### src/rtl/ubtpc_pkg.sv
// Package with constants and carrier types for the upstream burst timing and power control.
package ubtpc_pkg;
   localparam int unsigned CLK_MHZ = 250;
   // Timing constants in their own units, then in clock cycles.
   localparam int unsigned GAP_SYMBOLS = 96;
   localparam int unsigned PWR_SMALL_US = 5;
   localparam int unsigned PWR_LARGE_US = 10;
   localparam int unsigned FREQ_CHANGE_MS = 100;
   localparam int unsigned PWR_SMALL_CYC = PWR_SMALL_US * CLK_MHZ;
   localparam int unsigned PWR_LARGE_CYC = PWR_LARGE_US * CLK_MHZ;
   localparam int unsigned FREQ_CHANGE_CYC = FREQ_CHANGE_MS * 1000 * CLK_MHZ;
   // Ranging unit: 6.25 us / 64 = 97.65625 ns; a 2.56 Msym/s symbol is four units.
   localparam int unsigned UNITS_PER_FAST_SYM = 4;
   // Power range in whole dBmV.
   localparam logic [7:0] PWR_MIN_DBMV = 8'h08;
   localparam logic [7:0] PWR_MAX_QAM16_DBMV = 8'h37;
   localparam logic [7:0] PWR_MAX_QPSK_DBMV = 8'h3A;
   localparam logic [7:0] PWR_RESET_DBMV = 8'h08;
   // Power commands arrive in quarter dB, two fraction bits.
   localparam int unsigned PWR_FRAC_BITS = 2;
   // Register byte offsets.
   localparam logic [7:0] REG_CTRL = 8'h00;
   localparam logic [7:0] REG_RANGING = 8'h04;
   localparam logic [7:0] REG_ADJUST = 8'h08;
   localparam logic [7:0] REG_POWER_CMD = 8'h0C;
   localparam logic [7:0] REG_GRANT = 8'h10;
   localparam logic [7:0] REG_STATUS = 8'h14;
   localparam logic [7:0] REG_POWER = 8'h18;
   localparam logic [7:0] REG_FREQ_CMD = 8'h1C;
   localparam logic [1:0] RESP_OKAY = 2'h0;
   localparam logic [1:0] RESP_SLVERR = 2'h2;

   typedef enum logic [1:0] {MOD_QPSK = 2'h0, MOD_QAM16 = 2'h1} ubtpc_mod_type;

   // Burst configuration that changes only inside a wide enough gap.
   typedef struct packed {
      logic [2:0] rate_sel;
      ubtpc_mod_type modulation;
      logic [15:0] offset_freq;
      logic [15:0] chan_freq;
   } ubtpc_cfg_type;

   // Gap sequencer states, Gray coded along the usual path.
   typedef enum logic [1:0] {
      ST_IDLE = 2'b00,
      ST_BURST = 2'b01,
      ST_GAP = 2'b11,
      ST_SETTLE = 2'b10
   } ubtpc_state_type;
endpackage

### src/rtl/ubtpc_core.sv
// Upstream burst timing, inter-burst gap and transmit power control with an AXI4-Lite slave.
//
// Function
// - Advance burst start by the ranging offset.
// - Signed adjustment; negative means transmit later.
// - Apply corrections at one-symbol granularity; the code steps by four units (one 2.56 Msym/s symbol) at every rate.
// - Timing measured against derived mini-slot boundaries.
// - Back-to-back switch unless listed parameter changes.
// - Rate, offset, ranging, modulation need 96 symbols.
// - Parameters change only outside burst energy.
// - Channel change needs 96 symbols plus 100 ms.
// - Power gap 96 symbols plus 5/10 us.
// - Power held constant during a burst.
// - Power 8 to 55/58 dBmV, 1 dB steps.
// - One dB step stays within tolerance.
// - Round finer power steps to nearest.
// - Exact midpoint rounds toward smaller step.
// - Ranging offset unsigned 16 bits, 1/64 tick.
// - Five octave rates set the symbol period.
//
// Added by the designer: the register addresses and the AXI4-Lite slave port.
`timescale 1ns/1ps
module ubtpc_core
   import ubtpc_pkg::*;
#(
   parameter int unsigned FREQ_CHANGE_CYCLES = FREQ_CHANGE_CYC,
   parameter int unsigned SYM_CYC_FAST = 98
) (
   // Clock and reset.
   input wire logic aclk,
   input wire logic aresetn,
   // AXI4-Lite write address, data and response.
   input wire logic [7:0] s_axi_awaddr,
   input wire logic s_axi_awvalid,
   output logic s_axi_awready,
   input wire logic [31:0] s_axi_wdata,
   input wire logic [3:0] s_axi_wstrb,
   input wire logic s_axi_wvalid,
   output logic s_axi_wready,
   output logic [1:0] s_axi_bresp,
   output logic s_axi_bvalid,
   input wire logic s_axi_bready,
   // AXI4-Lite read.
   input wire logic [7:0] s_axi_araddr,
   input wire logic s_axi_arvalid,
   output logic s_axi_arready,
   output logic [31:0] s_axi_rdata,
   output logic [1:0] s_axi_rresp,
   output logic s_axi_rvalid,
   input wire logic s_axi_rready,
   // Timebase from the downstream timestamp recovery.
   input wire logic minislot_tick,
   input wire logic [15:0] frame_time,
   // Transmitter side.
   output logic burst_start,
   output logic tx_active,
   output ubtpc_cfg_type tx_cfg,
   output logic [7:0] tx_power_dbmv,
   output logic power_settled
);
   logic [15:0] ranging_ff;
   logic [15:0] pending_rng_ff;
   ubtpc_cfg_type cfg_ff;
   ubtpc_cfg_type pending_cfg_ff;
   logic [7:0] power_ff;
   logic [7:0] pending_pwr_ff;
   logic pend_ff;
   logic [15:0] grant_time_ff;
   logic [15:0] grant_len_ff;
   logic grant_armed_ff;
   logic short_gap_ff;
   ubtpc_state_type state_ff;
   logic [15:0] burst_cnt_ff;
   logic [31:0] gap_cnt_ff;
   logic [31:0] settle_cnt_ff;
   logic [31:0] need_cyc;
   logic [31:0] sym_cyc;
   logic [15:0] tx_time;
   logic cfg_diff;
   logic pwr_big;
   logic chg_diff;
   logic grant_hit;
   logic apply_now;
   logic [31:0] base_cyc;
   logic aw_ff, w_ff;
   logic [7:0] awaddr_ff;
   logic [31:0] wdata_ff;
   logic wr_go, rd_go;

   // Cycles per symbol; each halving of rate doubles it.
   function automatic logic [31:0] sym_cycles(input logic [2:0] sel);
      logic [2:0] s;
      s = (sel > 3'h4) ? 3'h4 : sel;
      return 32'(SYM_CYC_FAST) << (3'h4 - s);
   endfunction

   // Round a quarter-dB step to whole dB, ties toward the smaller magnitude.
   function automatic logic signed [7:0] round_step(input logic signed [7:0] q);
      logic [7:0] mag;
      logic [7:0] whole;
      mag = q[7] ? 8'(-q) : q;
      whole = mag >> PWR_FRAC_BITS;
      if (mag[1:0] > 2'h2)
         whole = whole + 8'h01;
      // A remainder of exactly half stays at the smaller step.
      return q[7] ? 8'(-whole) : whole;
   endfunction

   assign sym_cyc = sym_cycles(cfg_ff.rate_sel);
   // Transmit when the frame time reaches the grant minus the offset, truncated
   // to whole fast symbols so the advance moves in symbol steps.
   assign tx_time = grant_time_ff - {ranging_ff[15:2], 2'b00};
   assign cfg_diff = (pending_cfg_ff != cfg_ff) || (pending_rng_ff != ranging_ff);
   assign chg_diff = cfg_diff || (pending_pwr_ff != power_ff);
   assign pwr_big = (pending_pwr_ff > power_ff + 8'h01) || (power_ff > pending_pwr_ff + 8'h01);

   // Required gap: 96 symbols plus the power or channel extra.
   assign base_cyc = 32'(GAP_SYMBOLS) * sym_cyc;
   always_comb begin
      need_cyc = base_cyc;
      if (pending_cfg_ff.chan_freq != cfg_ff.chan_freq)
         need_cyc = need_cyc + FREQ_CHANGE_CYCLES;
      else if (pending_pwr_ff != power_ff)
         need_cyc = need_cyc + (pwr_big ? PWR_LARGE_CYC : PWR_SMALL_CYC);
   end

   // AXI4-Lite slave: one write and one read in flight.
   assign s_axi_awready = !aw_ff && !s_axi_bvalid;
   assign s_axi_wready = !w_ff && !s_axi_bvalid;
   assign s_axi_arready = !s_axi_rvalid;
   assign wr_go = aw_ff && w_ff && !s_axi_bvalid;
   assign rd_go = s_axi_arvalid && s_axi_arready;

   // A change is taken over once the 96-symbol ramp window after a burst has passed;
   // the settle count then covers the power or channel extra. A change with no
   // difference cuts in at once.
   assign apply_now = (state_ff == ST_GAP) && pend_ff && !burst_start
                      && (!chg_diff || gap_cnt_ff >= base_cyc);

   always_ff @(posedge aclk) begin
      if (!aresetn) begin
         aw_ff <= 1'b0;
         w_ff <= 1'b0;
         awaddr_ff <= 8'h00;
         wdata_ff <= 32'h0000_0000;
      end else begin
         if (s_axi_awvalid && s_axi_awready) begin
            aw_ff <= 1'b1;
            awaddr_ff <= s_axi_awaddr;
         end
         if (s_axi_wvalid && s_axi_wready) begin
            w_ff <= 1'b1;
            wdata_ff <= s_axi_wdata;
         end
         if (wr_go) begin
            aw_ff <= 1'b0;
            w_ff <= 1'b0;
         end
      end
   end

   always_ff @(posedge aclk) begin
      if (!aresetn) begin
         s_axi_bvalid <= 1'b0;
         s_axi_bresp <= RESP_OKAY;
      end else if (wr_go) begin
         s_axi_bvalid <= 1'b1;
         s_axi_bresp <= (awaddr_ff <= REG_FREQ_CMD && awaddr_ff[1:0] == 2'b00
                         && awaddr_ff != REG_STATUS && awaddr_ff != REG_POWER)
                        ? RESP_OKAY : RESP_SLVERR;
      end else if (s_axi_bready)
         s_axi_bvalid <= 1'b0;
   end

   // Pending configuration, written by software while bursts may be in flight.
   always_ff @(posedge aclk) begin
      logic signed [7:0] step;
      logic [8:0] target;
      logic [7:0] pmax;
      step = 8'sh00;
      target = 9'h000;
      pmax = 8'h00;
      if (!aresetn) begin
         pending_cfg_ff <= '0;
         pending_rng_ff <= 16'h0000;
         pending_pwr_ff <= PWR_RESET_DBMV;
         pend_ff <= 1'b0;
         grant_time_ff <= 16'h0000;
         grant_len_ff <= 16'h0000;
         grant_armed_ff <= 1'b0;
      end else begin
         // A slot that passes while the transmitter cannot use it is lost, not retried.
         if (grant_hit)
            grant_armed_ff <= 1'b0;
         // Cleared when taken over, so a write that lands during settling stays pending.
         if (apply_now)
            pend_ff <= 1'b0;
         if (wr_go && (s_axi_wstrb != 4'h0)) begin
            case (awaddr_ff)
               REG_CTRL: begin
                  pending_cfg_ff.rate_sel <= wdata_ff[2:0];
                  pending_cfg_ff.modulation <= ubtpc_mod_type'(wdata_ff[5:4]);
                  pending_cfg_ff.offset_freq <= wdata_ff[31:16];
                  // The 16QAM ceiling is lower, so a held power above it is pulled down.
                  if (wdata_ff[5:4] == MOD_QAM16 && pending_pwr_ff > PWR_MAX_QAM16_DBMV)
                     pending_pwr_ff <= PWR_MAX_QAM16_DBMV;
                  pend_ff <= 1'b1;
               end
               REG_RANGING: begin
                  pending_rng_ff <= wdata_ff[15:0];
                  pend_ff <= 1'b1;
               end
               REG_ADJUST: begin
                  // Signed adjustment; negative delays transmission.
                  pending_rng_ff <= pending_rng_ff + wdata_ff[15:0];
                  pend_ff <= 1'b1;
               end
               REG_POWER_CMD: begin
                  step = round_step(wdata_ff[7:0]);
                  target = {1'b0, pending_pwr_ff} + {step[7], step};
                  pmax = (pending_cfg_ff.modulation == MOD_QAM16) ? PWR_MAX_QAM16_DBMV
                                                                   : PWR_MAX_QPSK_DBMV;
                  if (target[8] || target[7:0] < PWR_MIN_DBMV)
                     pending_pwr_ff <= PWR_MIN_DBMV;
                  else if (target[7:0] > pmax)
                     pending_pwr_ff <= pmax;
                  else
                     pending_pwr_ff <= target[7:0];
                  pend_ff <= 1'b1;
               end
               REG_GRANT: begin
                  grant_time_ff <= wdata_ff[15:0];
                  grant_len_ff <= wdata_ff[31:16];
                  grant_armed_ff <= 1'b1;
               end
               REG_FREQ_CMD: begin
                  pending_cfg_ff.chan_freq <= wdata_ff[15:0];
                  pend_ff <= 1'b1;
               end
               default: begin
               end
            endcase
         end
      end
   end

   // Burst and gap sequencer.
   always_ff @(posedge aclk) begin
      if (!aresetn) begin
         state_ff <= ST_IDLE;
         burst_cnt_ff <= 16'h0000;
         gap_cnt_ff <= 32'h0000_0000;
         settle_cnt_ff <= 32'h0000_0000;
         short_gap_ff <= 1'b0;
         cfg_ff <= '0;
         ranging_ff <= 16'h0000;
         power_ff <= PWR_RESET_DBMV;
      end else begin
         if (wr_go && awaddr_ff == REG_STATUS)
            short_gap_ff <= 1'b0;
         if (gap_cnt_ff != 32'hFFFF_FFFF)
            gap_cnt_ff <= gap_cnt_ff + 32'h0000_0001;
         case (state_ff)
            ST_IDLE, ST_GAP: begin
               if (burst_start) begin
                  state_ff <= ST_BURST;
                  burst_cnt_ff <= grant_len_ff;
               end else if (apply_now) begin
                  // Only a change with no difference may cut in immediately.
                  if (!chg_diff) begin
                     state_ff <= ST_SETTLE;
                     settle_cnt_ff <= 32'h0000_0000;
                  end else begin
                     cfg_ff <= pending_cfg_ff;
                     ranging_ff <= pending_rng_ff;
                     power_ff <= pending_pwr_ff;
                     state_ff <= ST_SETTLE;
                     settle_cnt_ff <= (pending_cfg_ff.chan_freq != cfg_ff.chan_freq)
                                      ? FREQ_CHANGE_CYCLES
                                      : (pwr_big ? PWR_LARGE_CYC : PWR_SMALL_CYC);
                  end
               end
               // Before the first burst no gap can be measured, so changes wait for one.
            end
            ST_BURST: begin
               // Configuration is frozen through the burst.
               if (minislot_tick) begin
                  if (burst_cnt_ff <= 16'h0001) begin
                     state_ff <= ST_GAP;
                     gap_cnt_ff <= 32'h0000_0000;
                  end else
                     burst_cnt_ff <= burst_cnt_ff - 16'h0001;
               end
            end
            ST_SETTLE: begin
               if (settle_cnt_ff != 32'h0000_0000)
                  settle_cnt_ff <= settle_cnt_ff - 32'h0000_0001;
               else
                  state_ff <= ST_GAP;
               // A grant that lands while settling cannot be served and is flagged.
               if (grant_hit)
                  short_gap_ff <= 1'b1;
            end
            default: state_ff <= ST_IDLE;
         endcase
         // A grant arriving before the required gap elapsed is flagged.
         if (burst_start && state_ff == ST_GAP && pend_ff && chg_diff
             && gap_cnt_ff < need_cyc)
            short_gap_ff <= 1'b1;
      end
   end

   // A burst may not open while a change is still settling.
   assign grant_hit = grant_armed_ff && (frame_time == tx_time) && minislot_tick;
   assign burst_start = grant_hit && (state_ff != ST_SETTLE) && (state_ff != ST_BURST);
   assign tx_active = (state_ff == ST_BURST);
   assign tx_cfg = cfg_ff;
   assign tx_power_dbmv = power_ff;
   assign power_settled = (state_ff != ST_SETTLE);

   // Read path.
   always_ff @(posedge aclk) begin
      if (!aresetn) begin
         s_axi_rvalid <= 1'b0;
         s_axi_rdata <= 32'h0000_0000;
         s_axi_rresp <= RESP_OKAY;
      end else if (rd_go) begin
         s_axi_rvalid <= 1'b1;
         s_axi_rresp <= RESP_OKAY;
         case (s_axi_araddr)
            REG_CTRL: s_axi_rdata <= {pending_cfg_ff.offset_freq, 10'h000,
                                     pending_cfg_ff.modulation, 1'b0, pending_cfg_ff.rate_sel};
            REG_RANGING: s_axi_rdata <= {16'h0000, ranging_ff};
            REG_ADJUST: s_axi_rdata <= {16'h0000, pending_rng_ff};
            REG_POWER_CMD: s_axi_rdata <= {24'h00_0000, pending_pwr_ff};
            REG_GRANT: s_axi_rdata <= {grant_len_ff, grant_time_ff};
            REG_STATUS: s_axi_rdata <= {26'h000_0000, short_gap_ff, grant_armed_ff,
                                       pend_ff, tx_active, state_ff};
            REG_POWER: s_axi_rdata <= {24'h00_0000, power_ff};
            REG_FREQ_CMD: s_axi_rdata <= {16'h0000, cfg_ff.chan_freq};
            default: begin
               s_axi_rdata <= 32'h0000_0000;
               s_axi_rresp <= RESP_SLVERR;
            end
         endcase
      end else if (s_axi_rready)
         s_axi_rvalid <= 1'b0;
   end
endmodule // ubtpc_core

### config.mk
export PLATFORM = sky130hd
export DESIGN_NAME = ubtpc_core
export DESIGN_NICKNAME = d
export VERILOG_FILES = /design/src/rtl/ubtpc_pkg.sv /design/src/rtl/ubtpc_core.sv
export SDC_FILE = /design/constraint.sdc
export NUM_CORES = 1
export LEC_CHECK = 0
export ABC_AREA = 0
export BUFFER_PORTS_ARGS = -buffer_cell sky130_fd_sc_hd__buf_4
export CAP_MARGIN = 20
export CELL_PAD_IN_SITES_DETAIL_PLACEMENT = 0
export CELL_PAD_IN_SITES_GLOBAL_PLACEMENT = 1
export CORE_MARGIN = 8
export CORE_UTILIZATION = 40
export DETAILED_ROUTE_END_ITERATION = 6
export HOLD_SLACK_MARGIN = 0.12
export PLACE_DENSITY = 0.81
export SYNTH_ARGS = -nofsm -noshare
export SYNTH_HDL_FRONTEND = slang
export SYNTH_SLANG_ARGS = --single-unit
### constraint.sdc
create_clock -name aclk -period 16.65 [get_ports aclk]
set_input_delay 4.1625 -clock aclk [delete_from_list [all_inputs] [get_ports aclk]]
set_output_delay 4.1625 -clock aclk [all_outputs]
set_load 0.02 [all_outputs]
=== After elaboration in Yosys (flattened, before gate mapping) ===
Cells that the tools add are included.

* Magnitude comparators: 11
* Equality and inequality tests: 38
* Bitwise gates (word level): 2
* Reduce and logical (&&, ||, !) cells: 60
* Shift operators: 1
* Add/subtract/negate cells: 14
* Div/mod/pow operators: 0
* Mux-type cells: 53
* Multipliers: 1

{| class="wikitable"
|+ Operator list
! operator !! count
|-
| 32-bit two-way mux || 9
|-
| 32-bit one-hot mux with 8 select lines || 1
|-
| 8-bit two-way mux || 8
|-
| 16-bit one-hot mux with 2 select lines || 2
|-
| 32-bit one-hot mux with 2 select lines || 1
|-
| 8-bit by 5-bit equality test with 1-bit output (second input constant) || 7
|-
| 25-bit two-way mux || 2
|-
| 16-bit two-way mux || 3
|-
| 37-bit != test || 1
|-
| 32-bit by 1-bit adder with 32-bit output (second input constant) || 1
|-
| 32-bit by 25-bit adder with 32-bit output (second input constant) || 1
|-
| 32-bit adder || 1
|-
| 8-bit by 4-bit equality test with 1-bit output (second input constant) || 4
|-
| 32-bit >= comparator || 1
|-
| 32-bit less-than comparator || 1
|-
| 2-bit by 32-bit multiplier with 27-bit output (first input constant) || 1
|-
| 16-bit != test || 2
|-
| 32-bit != test (second input constant) || 1
|-
| 32-bit nonzero test || 1
|-
| 7-bit by 3-bit << shifter with 32-bit output (first input constant) || 1
|-
| 32-bit by 1-bit subtractor with 32-bit output (second input constant) || 1
|-
| 1-bit logical AND || 24
|-
| 2-bit != test (second input constant) || 9
|-
| 16-bit adder || 1
|-
| other kinds (44) || 96
|}

* RAM bits: 0
* Bits in latches: 0
* Logic and storage cells: 210
* Input port bits: 76
* Memories kept: 0
* Memory bits (read-only): 0
* Register bits after elaboration: 319
* Output and inout port bits: 89

=== Longest topological paths before layout ===
* Depth after elaboration: 14
* Gate-level depth with buffers: 33
* Mapped depth without buffers: 29

=== Least setup slack after synthesis ===
OpenSTA, ideal clock, no wires.

* Path kind: input port to output port
* Start point: input port frame_time[7]
* End point: output port burst_start
* Slack: 6.203 ns
* Data required time: 12.487 ns
* Data arrival time: 6.284 ns
* Path buffers: 0
* Stages: 8
* Path through: xor2_1 or3_1 o31ai_2 nor2_1 or3b_1 nand4b_1 or4_1 nor3_1

* Word-level cells in the longest chain between the ends: 5

{| class="wikitable"
|+ Ends and longest elaborated chain
! item !! line !! text
|-
| from (decl) || ubtpc_core.sv:53 || <nowiki>input wire logic [15:0] frame_time,</nowiki>
|-
| 16-bit equality test || ubtpc_core.sv:314 || <nowiki>assign grant_hit = grant_armed_ff && (frame_time == tx_time) && minislot_tick;</nowiki>
|-
| 1-bit logical AND (2 in series) || ubtpc_core.sv:314 ||
|-
| 1-bit logical AND (2 in series) || ubtpc_core.sv:315 || <nowiki>assign burst_start = grant_hit && (state_ff != ST_SETTLE) && (state_ff != ST_BURST);</nowiki>
|-
| to (decl) || ubtpc_core.sv:55 || <nowiki>output logic burst_start,</nowiki>
|}

No other way between the ends.

=== Worst setup path after layout ===
* Start point: input port frame_time[12]
* End point: output port burst_start

The elaborated chain is that of the path after synthesis.

==> metrics <==
outcome complete, no violations; die width 240 um; Post-synth EDFFs 0; drc violations 0; largest cells by area after synthesis dfxtp_1 32%, nand2_1 8.8%, ha_1 7.5%; Lkg Pwr 0.00847 uW; total power 2330 uW; Post-Syn Area per Cell 7.84 um^2; Max-slew headroom 0.234; Routed WL 65,700 um; clock skew 0.0305 ns; critical path's largest stage delay 0.63 ns; DRT Pass-1 Iters 5; final hold violation count 0; Worst-Margin Slew 1.15 ns; flop-to-flop setup slack 8.89 ns; fmax 89.6 MHz; # IOs 165; Critical Path AT 7.00 ns; I/O Buffers 162; sequential area share after synthesis 0.315; post-CTS sizing 0; Tot GR Track Use 0.221; Crit Path Max Fanout 5; CP max-delay cell or4_1; Post CTS Setup Buffer Count 0; # diodes 0; setup TNS 0 ns; Post-Syn Instances 2,570; share of post-route cells with drive strength above 1 0.116; P&R area growth vs syn 14.6%; vias per std cell 5.72; Routed WL per cell 19.6 um; post-synth cell types 105; fin cells 3,347; vias in the first global route 18,400; Critical Path End Type output pin; most common cell in the netlist nand2_1; Routed Antenna Nets 0; Starting DRT DRC Count 1,633; Hold Path End grant_len_ff[3]; Initial Util 0.403; Core Box Area 50,000 um^2; Yosys top cell by area dfxtp_1; Final Max Slew Viols 0; Period minus WS final 11.16 ns; Synth top area share 0.315; final instance area 23,100 um^2; CP Launch Type input port; worst setup path class in -> out; Synth warnings 0; DP Worst Slack 5.58 ns; crit path launch frame_time[12]; RSZ-0062 raised after global routing false; Die H 240 um; fillers 4,987; Synth Register Bits 317; Final nets 2,850; fin crit share 0.670; Post-synth top cells 470 x nand2_1, 317 x dfxtp_1, 239 x a21oi_1; Post-CTS Hold Buffers 0; ys flop type dfxtp_1; Hold Path Class reg -> reg; power per standard cell area 101 nW/um^2; hpwl dp 48,000 um; H-tree lvl count 2; Max Buffers Root-to-Sink 3; placed insts 3,281; Worst R2R Start tx_cfg[35]; post-synthesis cell area 20,100 um^2; Num CTS Buffers 37; Hold Path Stages 2; asr flop ratio synth 0; Worst Hold Launch wdata_ff[19]; maxcap violations 0; Setup-failing EPs final 0; vias 19,100; Worst IR Drop VDD 0.0640 mV; RePlAce Congestion 0.874; pin count of the biggest net entering global routing 113; Sink Count 317; Placed Area 21,800 um^2; register clock-pin slew on the reported worst setup and hold paths 0.06 ns; CTS tree built; clock root buffer clkbuf_16; row count 82; worst setup margin 5.49 ns; depth of the most critical reg-to-reg path 23; initial antenna violation count 0; CP required 12.49 ns; Congestion Overflow GR 0; cell breakdown of the critical path buf_4 > xnor2_1 > nor3_1 > or3_1 > nor4_1 > nand4b_1 > or4_1 > nor3_1 > buf_4; reg2reg end tx_cfg[9]; die footprint 57,800 um^2; Worst-Skew Late Latency 0.56 ns; first-pass GRT wire length 103,000 um
cells in the final DEF, fill, tap and decap left out, types with 76 or more instances in the layout:
| cell type | instances |
|---|---|
| nor2_1 | 174 |
| inv_1 | 91 |
| ha_1 | 121 |
| nand2_1 | 470 |
| o21ai_0 | 80 |
| mux2i_1 | 76 |
| a21oi_1 | 239 |
| xnor2_1 | 118 |
| dfxtp_1 | 317 |
| buf_4 | 189 |
flip-flops by register name (all words and copies together) (netlist names), 2 cells and up:
register,flops
awaddr_ff,8
burst_cnt_ff,16
gap_cnt_ff,32
grant_len_ff,16
grant_time_ff,16
pending_cfg_ff,37
pending_pwr_ff,8
pending_rng_ff,16
ranging_ff,16
s_axi_rdata,32
settle_cnt_ff,32
state_ff,2
tx_cfg,37
tx_power_dbmv,8
wdata_ff,32
stage by stage:
| stage | util | hold slack [ns] |
|---|---|---|
| after floorplan | - | 0.441 |
| after global placement | 0.436 | 0.454 |
| after detailed placement | 0.436 | 0.458 |
| after CTS | 0.461 | 0.470 |
| after global routing | 0.462 | 0.491 |
| final | 0.462 | 0.472 |
logic make-up (layout without fill, tap and decap cells):
logic type                 count (synthesis)  count (layout)  synth area share
and+or+nand+nor                          986             986             0.230
AOI/OAI and AO/OA                        647             647             0.212
DFF                                      317             317             0.315
buffers and inverters                    248             352            0.0520
xor gates and xnor gates                 166             166            0.0722
adders and majority gates                124             124            0.0781
muxes                                     81              81            0.0406
other                                      1               2          0.000186
layer usage:
metal,vias to the layer above,global-route usage,part of all wire
li1,9321,-,-
met1,9135,0.290,0.45
met2,561,0.365,0.46
met3,112,0.0330,0.055
met4,0,0.0840,0.037
met5,-,0,0
layout make-up:
class | instances | area, um^2 | share of cell area
multi-input combinational | 2006 | 12800 | 0.555
sequential | 317 | 6350 | 0.275
timing repair buffer | 194 | 1500 | 0.0650
clock buffer | 50 | 1060 | 0.0458
tap | 672 | 841 | 0.0364
inverter | 94 | 358 | 0.0155
clock inverter | 14 | 178 | 0.00770
critical path, delay by kind of cell:
kind	cells	cell delay, ns
xor gates and xnor gates	1	0.47
and+or+nand+nor	6	2.02
buffers and inverters	2	0.33
how the worst max path moves through the flow:
stage / cells after the start / to / slack [ns]
detailed placement: 9 / burst_start / 5.58
finish: 9 / burst_start / 5.49
floorplan: 8 / burst_start / 6.20
CTS: 9 / burst_start / 5.56
global route: 9 / burst_start / 5.37
global placement: 9 / burst_start / 5.54
where the power goes:
part	leakage, uW	total [uW]	internal, uW	switching [uW]
registers	0.00257	838	795	42.8
logic	0.00529	655	219	436
clock network	0.000610	839	494	344
(Power assumes the default switching activity.)
